`config.mk`:
```
export PLATFORM = sky130hd
export DESIGN_NAME = hws_top
export DESIGN_NICKNAME = d
export VERILOG_FILES = /design/src/verilog/hws_pkg.sv /design/src/verilog/hws_divider.sv /design/src/verilog/hws_top.sv /design/src/verilog/hws_wait_timer.sv
export SDC_FILE = /design/constraint.sdc
export NUM_CORES = 1
export LEC_CHECK = 0
export BUFFER_PORTS_ARGS = -buffer_cell sky130_fd_sc_hd__buf_2
export CORE_MARGIN = 8
export CORE_UTILIZATION = 55
export CTS_CLUSTER_DIAMETER = 60
export DETAILED_ROUTE_END_ITERATION = 8
export HOLD_SLACK_MARGIN = 0.03
export MAX_ROUTING_LAYER = met4
export PLACE_DENSITY = 0.77
export SLEW_MARGIN = 20
export SYNTH_ARGS = -nofsm -noshare
export SYNTH_HDL_FRONTEND = slang
export SYNTH_HIERARCHICAL = 1
export SYNTH_SLANG_ARGS = --single-unit
```
`constraint.sdc`:
```
create_clock -name CLK -period 2.6 [get_ports CLK]
set_input_delay 0.65 -clock CLK [delete_from_list [all_inputs] [get_ports CLK]]
set_output_delay 0.65 -clock CLK [all_outputs]
set_load 0.01 [all_outputs]
```
`src/verilog/hws_pkg.sv`:
```
// Package for the haptic waveform sequencer: register map, reset values,
// mode codes, timing constants and shared types.
// Assumes a 200 MHz core clock and a byte-wide register port in front.
package hws_pkg;

    // Register offsets
    localparam logic [7:0] HWS_ADDR_MODE = 8'h01;
    localparam logic [7:0] HWS_ADDR_RTP = 8'h02;
    localparam logic [7:0] HWS_ADDR_LIB = 8'h03;
    localparam logic [7:0] HWS_ADDR_SLOT_FIRST = 8'h04;
    localparam logic [7:0] HWS_ADDR_SLOT_LAST = 8'h0B;
    localparam logic [7:0] HWS_ADDR_START = 8'h0C;

    // Field positions
    localparam int HWS_START_BIT = 0;
    localparam int HWS_SLOT_WAIT_BIT = 7;

    // Values after reset
    localparam logic [2:0] HWS_MODE_RST = 3'h0;
    localparam logic [7:0] HWS_RTP_RST = 8'h00;
    localparam logic [2:0] HWS_LIB_RST = 3'h1;
    localparam logic [7:0] HWS_SLOT_RST = 8'h00;

    // Mode field codes
    localparam logic [2:0] HWS_MODE_INTERNAL = 3'h0;
    localparam logic [2:0] HWS_MODE_EXT_EDGE = 3'h1;
    localparam logic [2:0] HWS_MODE_EXT_LEVEL = 3'h2;
    localparam logic [2:0] HWS_MODE_REALTIME = 3'h5;
    localparam logic [2:0] HWS_MODE_DIAG = 3'h6;
    localparam logic [2:0] HWS_MODE_CAL = 3'h7;

    // Library code with no waveforms
    localparam logic [2:0] HWS_LIB_EMPTY = 3'h0;

    // Slot count and index of the last slot
    localparam int HWS_SLOTS = 8;
    localparam logic [2:0] HWS_LAST_IDX = 3'h7;

    // Wait unit: time in ms, then derived cycle count
    localparam int HWS_CLK_HZ = 200_000_000;
    localparam int HWS_WAIT_UNIT_MS = 10;
    localparam int HWS_WAIT_UNIT_CYC = (HWS_CLK_HZ / 1000) * HWS_WAIT_UNIT_MS;
    localparam int HWS_DIV_W = 21;

    // Sequencer states
    typedef enum logic [2:0] {
        HWS_IDLE,
        HWS_FETCH,
        HWS_PLAY,
        HWS_WAIT,
        HWS_CAL,
        HWS_DIAG
    } hws_state_t;

    // Waveform request towards the player
    typedef struct packed {
        logic start;
        logic abort;
        logic [2:0] lib;
        logic [6:0] id;
    } hws_wave_req_t;

    // Register write strobe with address and data
    typedef struct packed {
        logic wr;
        logic [7:0] addr;
        logic [7:0] wdata;
    } hws_reg_wr_t;

endpackage

```
`src/verilog/hws_divider.sv`:
```
// Divider giving a one-cycle tick every CYC clock cycles.
// Assumes a synchronous clear restarts the period from zero.
`timescale 1ns/1ps
module hws_divider #(
    parameter int CYC = hws_pkg::HWS_WAIT_UNIT_CYC
) (
    input wire logic clk,
    input wire logic rst_n,
    input wire logic clr,
    output logic tick
);
    typedef struct packed {
        logic [hws_pkg::HWS_DIV_W-1:0] cnt;
        logic tick;
    } hws_div_state_t;

    localparam logic [hws_pkg::HWS_DIV_W-1:0] LAST = hws_pkg::HWS_DIV_W'(CYC - 1);

    hws_div_state_t s_r;
    hws_div_state_t s_nxt;

    // Count one period, tick at its end
    always_comb begin
        s_nxt = s_r;
        s_nxt.tick = 1'b0;
        if (clr) begin
            s_nxt.cnt = '0;
        end else if (s_r.cnt == LAST) begin
            s_nxt.cnt = '0;
            s_nxt.tick = 1'b1;
        end else begin
            s_nxt.cnt = s_r.cnt + 1'b1;
        end
    end

    always_ff @(posedge clk or negedge rst_n) begin
        if (!rst_n) begin
            s_r <= '0;
        end else begin
            s_r <= s_nxt;
        end
    end

    assign tick = s_r.tick;
endmodule

```
`src/verilog/hws_top.sv`:
```
// Haptic waveform sequencer: eight slot registers, start trigger, mode,
// library and real-time byte registers, and the playback sequencing engine.
// Assumes a bus front end that presents one-cycle byte writes and a read
// address, a waveform player that pulses done, and trigger pin logic outside.
`timescale 1ns/1ps
module hws_top #(
    parameter int WAIT_UNIT_CYC = hws_pkg::HWS_WAIT_UNIT_CYC
) (
    input wire logic CLK,
    input wire logic RST_N,
    input wire logic REG_WR,
    input wire logic [7:0] REG_ADDR,
    input wire logic [7:0] REG_WDATA,
    output logic [7:0] REG_RDATA,
    input wire logic EXT_GO_SET,
    input wire logic EXT_GO_CLR,
    output logic WAVE_START,
    output logic WAVE_ABORT,
    output logic [2:0] WAVE_LIB,
    output logic [6:0] WAVE_ID,
    input wire logic WAVE_DONE,
    output logic CAL_START,
    input wire logic CAL_DONE,
    output logic DIAG_START,
    input wire logic DIAG_DONE,
    output logic RTP_EN,
    output logic [7:0] RTP_BYTE,
    output logic BUSY
);
    // State of the block in one record, apart from the divider and wait timer, which keep their own
    typedef struct packed {
        hws_pkg::hws_state_t st;
        logic [2:0] idx;
        logic go;
        logic [2:0] mode;
        logic [7:0] rtp;
        logic [2:0] lib;
        logic [7:0][7:0] slot;
        logic [7:0] rdata;
        hws_pkg::hws_wave_req_t wave;
        logic wait_load;
        logic [6:0] wait_cnt;
        logic wait_abort;
        logic cal_start;
        logic diag_start;
        logic rtp_en;
        logic [7:0] rtp_out;
    } hws_top_state_t;

    // Registered state and its next value
    hws_top_state_t s_r;
    hws_top_state_t s_nxt;
    // Bus write bundle and timer handshakes
    hws_pkg::hws_reg_wr_t bus;
    logic tick;
    logic wait_done;

    // Write port gathered into one bundle
    assign bus.wr = REG_WR;
    assign bus.addr = REG_ADDR;
    assign bus.wdata = REG_WDATA;

    // Ten millisecond tick, restarted when a wait begins so the first unit is whole
    hws_divider #(
        .CYC(WAIT_UNIT_CYC)
    ) u_div (
        .clk(CLK),
        .rst_n(RST_N),
        .clr(s_r.wait_load),
        .tick(tick)
    );

    // Wait slot countdown
    hws_wait_timer u_wait (
        .clk(CLK),
        .rst_n(RST_N),
        .load(s_r.wait_load),
        .count(s_r.wait_cnt),
        .abort(s_r.wait_abort),
        .tick(tick),
        .done(wait_done)
    );

    // Register writes, start trigger decode and the sequencing engine
    always_comb begin
        // Decode terms local to this cycle
        logic start_wr;
        logic host_set;
        logic host_clr;
        logic ext_mode;
        logic set_req;
        logic clr_req;
        logic adv;
        logic [7:0] cur;
        logic [3:0] slot_off;
        // Every local starts from a known value
        start_wr = 1'b0;
        host_set = 1'b0;
        host_clr = 1'b0;
        ext_mode = 1'b0;
        set_req = 1'b0;
        clr_req = 1'b0;
        adv = 1'b0;
        cur = 8'h00;
        slot_off = 4'h0;
        // Hold state; pulses fall back to zero
        s_nxt = s_r;
        s_nxt.wave.start = 1'b0;
        s_nxt.wave.abort = 1'b0;
        s_nxt.wait_load = 1'b0;
        s_nxt.wait_abort = 1'b0;
        s_nxt.cal_start = 1'b0;
        s_nxt.diag_start = 1'b0;

        // Plain register stores
        if (bus.wr) begin
            if (bus.addr == hws_pkg::HWS_ADDR_MODE) begin
                s_nxt.mode = bus.wdata[2:0];
            end
            if (bus.addr == hws_pkg::HWS_ADDR_RTP) begin
                s_nxt.rtp = bus.wdata;
            end
            if (bus.addr == hws_pkg::HWS_ADDR_LIB) begin
                s_nxt.lib = bus.wdata[2:0];
            end
            if (bus.addr >= hws_pkg::HWS_ADDR_SLOT_FIRST && bus.addr <= hws_pkg::HWS_ADDR_SLOT_LAST) begin
                slot_off = 4'(bus.addr - hws_pkg::HWS_ADDR_SLOT_FIRST);
                s_nxt.slot[slot_off[2:0]] = bus.wdata;
            end
        end

        // Start bit requests from the host and from the trigger pin logic
        start_wr = bus.wr && (bus.addr == hws_pkg::HWS_ADDR_START);
        host_set = start_wr && bus.wdata[hws_pkg::HWS_START_BIT];
        host_clr = start_wr && !bus.wdata[hws_pkg::HWS_START_BIT];
        ext_mode = (s_r.mode == hws_pkg::HWS_MODE_EXT_EDGE) || (s_r.mode == hws_pkg::HWS_MODE_EXT_LEVEL);
        set_req = host_set || (ext_mode && EXT_GO_SET);
        clr_req = host_clr || (ext_mode && EXT_GO_CLR);
        // Slot under the sequencer's index
        cur = s_r.slot[s_r.idx];

        unique case (s_r.st)
            // Waiting for a start request
            hws_pkg::HWS_IDLE: begin
                if (set_req) begin
                    if (s_r.mode == hws_pkg::HWS_MODE_INTERNAL || ext_mode) begin
                        s_nxt.go = 1'b1;
                        s_nxt.idx = 3'h0;
                        s_nxt.st = hws_pkg::HWS_FETCH;
                    end else if (s_r.mode == hws_pkg::HWS_MODE_CAL) begin
                        s_nxt.go = 1'b1;
                        s_nxt.cal_start = 1'b1;
                        s_nxt.st = hws_pkg::HWS_CAL;
                    end else if (s_r.mode == hws_pkg::HWS_MODE_DIAG) begin
                        s_nxt.go = 1'b1;
                        s_nxt.diag_start = 1'b1;
                        s_nxt.st = hws_pkg::HWS_DIAG;
                    end
                end
            end

            // One cycle per slot: end, skip, wait or play
            hws_pkg::HWS_FETCH: begin
                if (clr_req) begin
                    s_nxt.go = 1'b0;
                    s_nxt.st = hws_pkg::HWS_IDLE;
                end else if (cur == 8'h00) begin
                    s_nxt.go = 1'b0;
                    s_nxt.st = hws_pkg::HWS_IDLE;
                end else if (cur[hws_pkg::HWS_SLOT_WAIT_BIT]) begin
                    if (cur[6:0] == 7'h00) begin
                        adv = 1'b1;
                    end else begin
                        s_nxt.wait_load = 1'b1;
                        s_nxt.wait_cnt = cur[6:0];
                        s_nxt.st = hws_pkg::HWS_WAIT;
                    end
                end else if (s_r.lib == hws_pkg::HWS_LIB_EMPTY) begin
                    adv = 1'b1;
                end else begin
                    s_nxt.wave.start = 1'b1;
                    s_nxt.wave.id = cur[6:0];
                    s_nxt.wave.lib = s_r.lib;
                    s_nxt.st = hws_pkg::HWS_PLAY;
                end
            end

            // Player busy; a clear drops the rest of the sequence
            hws_pkg::HWS_PLAY: begin
                if (clr_req) begin
                    s_nxt.wave.abort = 1'b1;
                    s_nxt.go = 1'b0;
                    s_nxt.st = hws_pkg::HWS_IDLE;
                end else if (WAVE_DONE) begin
                    adv = 1'b1;
                end
            end

            // Timed idle of a wait slot
            hws_pkg::HWS_WAIT: begin
                if (clr_req) begin
                    s_nxt.wait_abort = 1'b1;
                    s_nxt.go = 1'b0;
                    s_nxt.st = hws_pkg::HWS_IDLE;
                end else if (wait_done) begin
                    adv = 1'b1;
                end
            end

            // Calibration runs to its own end, clears are ignored
            hws_pkg::HWS_CAL: begin
                if (CAL_DONE) begin
                    s_nxt.go = 1'b0;
                    s_nxt.st = hws_pkg::HWS_IDLE;
                end
            end

            // Diagnostic runs to its own end, clears are ignored
            hws_pkg::HWS_DIAG: begin
                if (DIAG_DONE) begin
                    s_nxt.go = 1'b0;
                    s_nxt.st = hws_pkg::HWS_IDLE;
                end
            end

            // Unused state codes fall back to idle with the start bit low
            default: begin
                s_nxt.go = 1'b0;
                s_nxt.st = hws_pkg::HWS_IDLE;
            end
        endcase

        // Step to the next slot, or finish after the eighth
        if (adv) begin
            if (s_r.idx == hws_pkg::HWS_LAST_IDX) begin
                s_nxt.go = 1'b0;
                s_nxt.st = hws_pkg::HWS_IDLE;
            end else begin
                s_nxt.idx = s_r.idx + 3'h1;
                s_nxt.st = hws_pkg::HWS_FETCH;
            end
        end

        // Real-time byte goes to the load only in its own mode
        s_nxt.rtp_en = (s_r.mode == hws_pkg::HWS_MODE_REALTIME);
        s_nxt.rtp_out = s_r.rtp;

        // Read data, one cycle behind the address; unmapped reads zero
        s_nxt.rdata = 8'h00;
        if (REG_ADDR == hws_pkg::HWS_ADDR_MODE) begin
            s_nxt.rdata = {5'h00, s_r.mode};
        end else if (REG_ADDR == hws_pkg::HWS_ADDR_RTP) begin
            s_nxt.rdata = s_r.rtp;
        end else if (REG_ADDR == hws_pkg::HWS_ADDR_LIB) begin
            s_nxt.rdata = {5'h00, s_r.lib};
        end else if (REG_ADDR >= hws_pkg::HWS_ADDR_SLOT_FIRST && REG_ADDR <= hws_pkg::HWS_ADDR_SLOT_LAST) begin
            s_nxt.rdata = s_r.slot[3'(REG_ADDR - hws_pkg::HWS_ADDR_SLOT_FIRST)];
        end else if (REG_ADDR == hws_pkg::HWS_ADDR_START) begin
            s_nxt.rdata = {7'h00, s_r.go};
        end
    end

    // Reset: slots and start bit zero, library one
    always_ff @(posedge CLK or negedge RST_N) begin
        if (!RST_N) begin
            s_r <= '0;
            s_r.st <= hws_pkg::HWS_IDLE;
            s_r.mode <= hws_pkg::HWS_MODE_RST;
            s_r.rtp <= hws_pkg::HWS_RTP_RST;
            s_r.lib <= hws_pkg::HWS_LIB_RST;
            s_r.slot <= {hws_pkg::HWS_SLOTS{hws_pkg::HWS_SLOT_RST}};
        end else begin
            s_r <= s_nxt;
        end
    end

    // Outputs straight from the state register
    assign REG_RDATA = s_r.rdata;
    assign WAVE_START = s_r.wave.start;
    assign WAVE_ABORT = s_r.wave.abort;
    assign WAVE_LIB = s_r.wave.lib;
    assign WAVE_ID = s_r.wave.id;
    assign CAL_START = s_r.cal_start;
    assign DIAG_START = s_r.diag_start;
    assign RTP_EN = s_r.rtp_en;
    assign RTP_BYTE = s_r.rtp_out;
    assign BUSY = s_r.go;
endmodule

```
`src/verilog/hws_wait_timer.sv`:
```
// Wait timer counting down a seven-bit value in divider ticks.
// Assumes load is only given with a non-zero count.
`timescale 1ns/1ps
module hws_wait_timer (
    input wire logic clk,
    input wire logic rst_n,
    input wire logic load,
    input wire logic [6:0] count,
    input wire logic abort,
    input wire logic tick,
    output logic done
);
    typedef struct packed {
        logic [6:0] cnt;
        logic run;
        logic done;
    } hws_wt_state_t;

    hws_wt_state_t s_r;
    hws_wt_state_t s_nxt;

    // Load, count down on ticks, pulse done at the last one
    always_comb begin
        s_nxt = s_r;
        s_nxt.done = 1'b0;
        if (abort) begin
            s_nxt.run = 1'b0;
        end else if (load) begin
            s_nxt.cnt = count;
            s_nxt.run = 1'b1;
        end else if (s_r.run && tick) begin
            if (s_r.cnt == 7'h01) begin
                s_nxt.run = 1'b0;
                s_nxt.done = 1'b1;
            end else begin
                s_nxt.cnt = s_r.cnt - 7'h01;
            end
        end
    end

    always_ff @(posedge clk or negedge rst_n) begin
        if (!rst_n) begin
            s_r <= '0;
        end else begin
            s_r <= s_nxt;
        end
    end

    assign done = s_r.done;
endmodule
```
==> impl_results.md <==
- Layout cell share with drive strength beyond 1: 0.3605
- Post-Route WL: approximately 20000 µm
- Syn Nets: 700
- Peak Freq: 381.8 MHz
- Net count, final: between 700 and 800
- RSZ-0062 raised after global routing: true
- Leading area contributor after synthesis: dfrtp_1
- Max VDD drop: 0.4771 mV
- Largest delay share family, worst path: multiplexers
- Synth Area in XOR/XNOR: 0.01746
- Failing checks: negative setup slack
- Clk buf depth: 2
- Maxcap violations: 0
- Max Fanout on Critical Path: 6
- Post-synthesis adder-cell area fraction: 0.007794
- Setup_tns: -0.04072 ns
- Synth warn: 6
- Via count: between 5000 and 6000
- Worst-Margin Slew: around 0.7 ns
- Die W: ~140 µm
- Hold violation count in the final report: 0
- Synthesis-to-layout area growth: 16.20%
- Die ar.: approximately 19000 µm²
- Synth Flop Type: dfrtp_1
- Synth top area share: 0.4832
- Asr flop ratio synth: 1.000
- Pre-Repair DR Iteration Count: 6
- Post-synthesis mux area share: 0.2373
- Setup violators final: 4
- Cell count after synthesis: about 670
- Crit-path max cell delay: between 0.5 and 0.6 ns
- Ranking of synthesized cells by area: dfrtp_1 (48%), mux2_2 (13%), mux4_2 (3.6%)
- Core Area: about 14000 µm²
- Io pins: 56
- Mapped Area: 8026 µm²
- Fin cells: roughly 940
- First-pass GRT wire length: approximately 32000 µm
- Row count: 44
- Post-synthesis compound-gate area fraction: 0.06890
- Pin count of the biggest net entering global routing: 50
- HPWL after DPL: 14250 µm
- Final worst path period share: 1.007
- Vias per Instance: slightly above 6
- P_leak: about 4.5 nW
- Start point of the critical path: s_r[120]
- Dpl cells: just over 900
- Number of port buffers: 55
- Max-slew violation count: 0
- H-Tree Depth: 4
- Total gr overflow: 0
- Post-synth cell types: 76
- Initial antenna violation count: 0
- Hold Path Class: in2async
- Simple-gate area share of the yosys netlist: 0.1266
- 1st-iter DRT viols: about 400
- EDFF count, synth: 0
- Initial cell density of the core: 0.5565
- Synth top cells by count: dfrtp_1 (155), mux2_2 (95), nor2_1 (44)
- Max stage delay cell, worst path: mux4_1
- Clk_lat worst skew: between 0.4 and 0.5 ns
- Clk slew on worst S/H paths: 0.06 ns
- Vias in the first global route: 6032
- Startpoint types: flip-flop
- Relative slew margins: 0.5206
- CP Buf/Inv Count: 2
- DRC: 0
- Setup ws final: -0.01929 ns
- Crit-path cells: buf_4 -> mux4_1 -> mux2_2 -> nor2_1 -> and4_4 -> buf_4 -> mux2i_4 -> o32ai_1 -> a211oi_1
- CP arrival: around 3 ns
- Chip Height: 136.8 µm
- Clock Tree Root: clkbuf_16
- Status: finished with violations
- Total Power: 5.558 mW
- TritonCTS Sinks: approximately 160
- Synth Register Bits: approximately 160
- Crit path top cell by count: buf_4
- Layout Skew: around 0.0067 ns
- Crit Reg-Reg Startpoint: s_r[120]
- Largest family of logic cells by synthesized area: multiplexers
- Pwr per Cell Area: a little under 600 nW/µm²
- Antenna cells: 0
- Total track usage: 0.2277
- Routed Antenna Nets: 0
- DR WL/cell: between 20 and 25 µm
- CTS tree: yes
- CP endpoint kind: flip-flop
- Mean post-synth cell area: around 12 µm²
- Placer Congestion: approximately 0.9
- Num CTS Buffers: 17
- CP Data Required Time: approximately 2.9 ns
- Clock period minus worst slack: 2.619 ns
- Top-count cell post-synth: dfrtp_1
- WS Path Type: reg2reg
- Seq/Total Area, Yosys: 0.4865
per-layer routing:
layer	track usage	wire length [µm]	vias up
met3	0.05066	1153	38
met2	0.3664	9889	195
met5	-	0	-
li1	-	-	2603
met4	0.08268	492	0
met1	0.2780	8302	2971
through the flow:
step	cell area, µm²	util	hold slack, ns	worst slack [ns]
after floorplan	8026	-	0.3544	0.1165
final	9326	0.6466	0.1700	-0.01929
after global placement	8662	0.6005	0.3783	0.06080
after CTS	9274	0.6430	0.1763	0.008046
after detailed placement	8662	0.6005	0.3932	0.009097
after global routing	9326	0.6466	0.1852	-0.09212
worst register-to-register path, stage by stage (launching register included):
cell and delay, ns:
dfrtp_1 0.41, buf_4 0.18, mux4_1 0.55, mux2_2 0.29, nor2_1 0.09, and4_4 0.25, buf_4 0.14, mux2i_4 0.28
o32ai_1 0.13, a211oi_1 0.20
cells by family after synthesis:
logic type               after synthesis
flip-flops                           156
XOR/XNOR                              16
buffers and inverters                 76
AO/OA/AOI/OAI                         85
adder cells (fa/ha/maj)                5
multiplexers                         147
AND/OR/NAND/NOR                      186
sequential cells by signal, summed over array words and instances, names as in the netlist, 3 cells and up:
register,flops
REG_RDATA,8
u_wait/s_r,8
WAVE_LIB,3
RTP_BYTE,8
s_r,85
WAVE_ID,7
s_nxt,8
u_div/s_r,21
path summary, 6_finish.rpt:
check	end	cells after the start	slack, ns
min in group CLK	RTP_BYTE[6]	0	0.40
max reg2reg	BUSY	9	-0.02
max in group asynchronous	u_wait/s_r[5]	2	1.80
max	BUSY	9	-0.02
min reg2reg	RTP_BYTE[6]	0	0.40
min	u_div/s_r[20]	1	0.17
power breakdown:
| part | internal (mW) | total, mW | switching, mW | leakage, nW |
|---|---|---|---|---|
| sequential | 2.51 | 2.60 | 0.0903 | 2.13 |
| clock | 1.55 | 2.52 | 0.969 | 0.288 |
| combinational | 0.209 | 0.438 | 0.229 | 2.05 |
| total | 4.27 | 5.56 | 1.29 | 4.47 |
cell type report:
| cell class | count | area, µm² |
|---|---|---|
| Clock buffer | 20 | 456.7 |
| Clock inverter | 12 | 145.1 |
| Fill cell | 1062 | 5097 |
| Inverter | 19 | 71.32 |
| Multi-Input combinational cell | 440 | 3735 |
| Sequential cell | 156 | 3905 |
| Tap cell | 184 | 230.2 |
| Timing Repair Buffer | 113 | 783.3 |
placed cells by master (no fill, tap or decap), drive strengths merged, types with 3 or more instances in the layout:
cell type and count:
a211oi 7, a21oi 23, a31oi 3, and2 3, buf 113, bufinv 3, clkbuf 20, clkinv 5
clkinvlp 4, dfrtp 155, ha 5, inv 19, mux2 102, mux2i 24, mux4 21, nand2 37
nand2b 4, nand3 19, nand3b 3, nand4 9, nor2 46, nor2b 6, nor3 17, nor3b 5
nor4 11, o21ai 23, o22ai 5, or2 3, or3 5, or4 6, xnor2 10, xor2 6
what timing repair did:
action                     4_1_cts  5_1_grt
setup endpoints to repair        9       20
hold buffers                     0        0
buffers inserted                 0        1
resized for setup                3        5
pin swaps                        0        1
gates cloned                     0        1
Power figures use the tool's default switching activity.
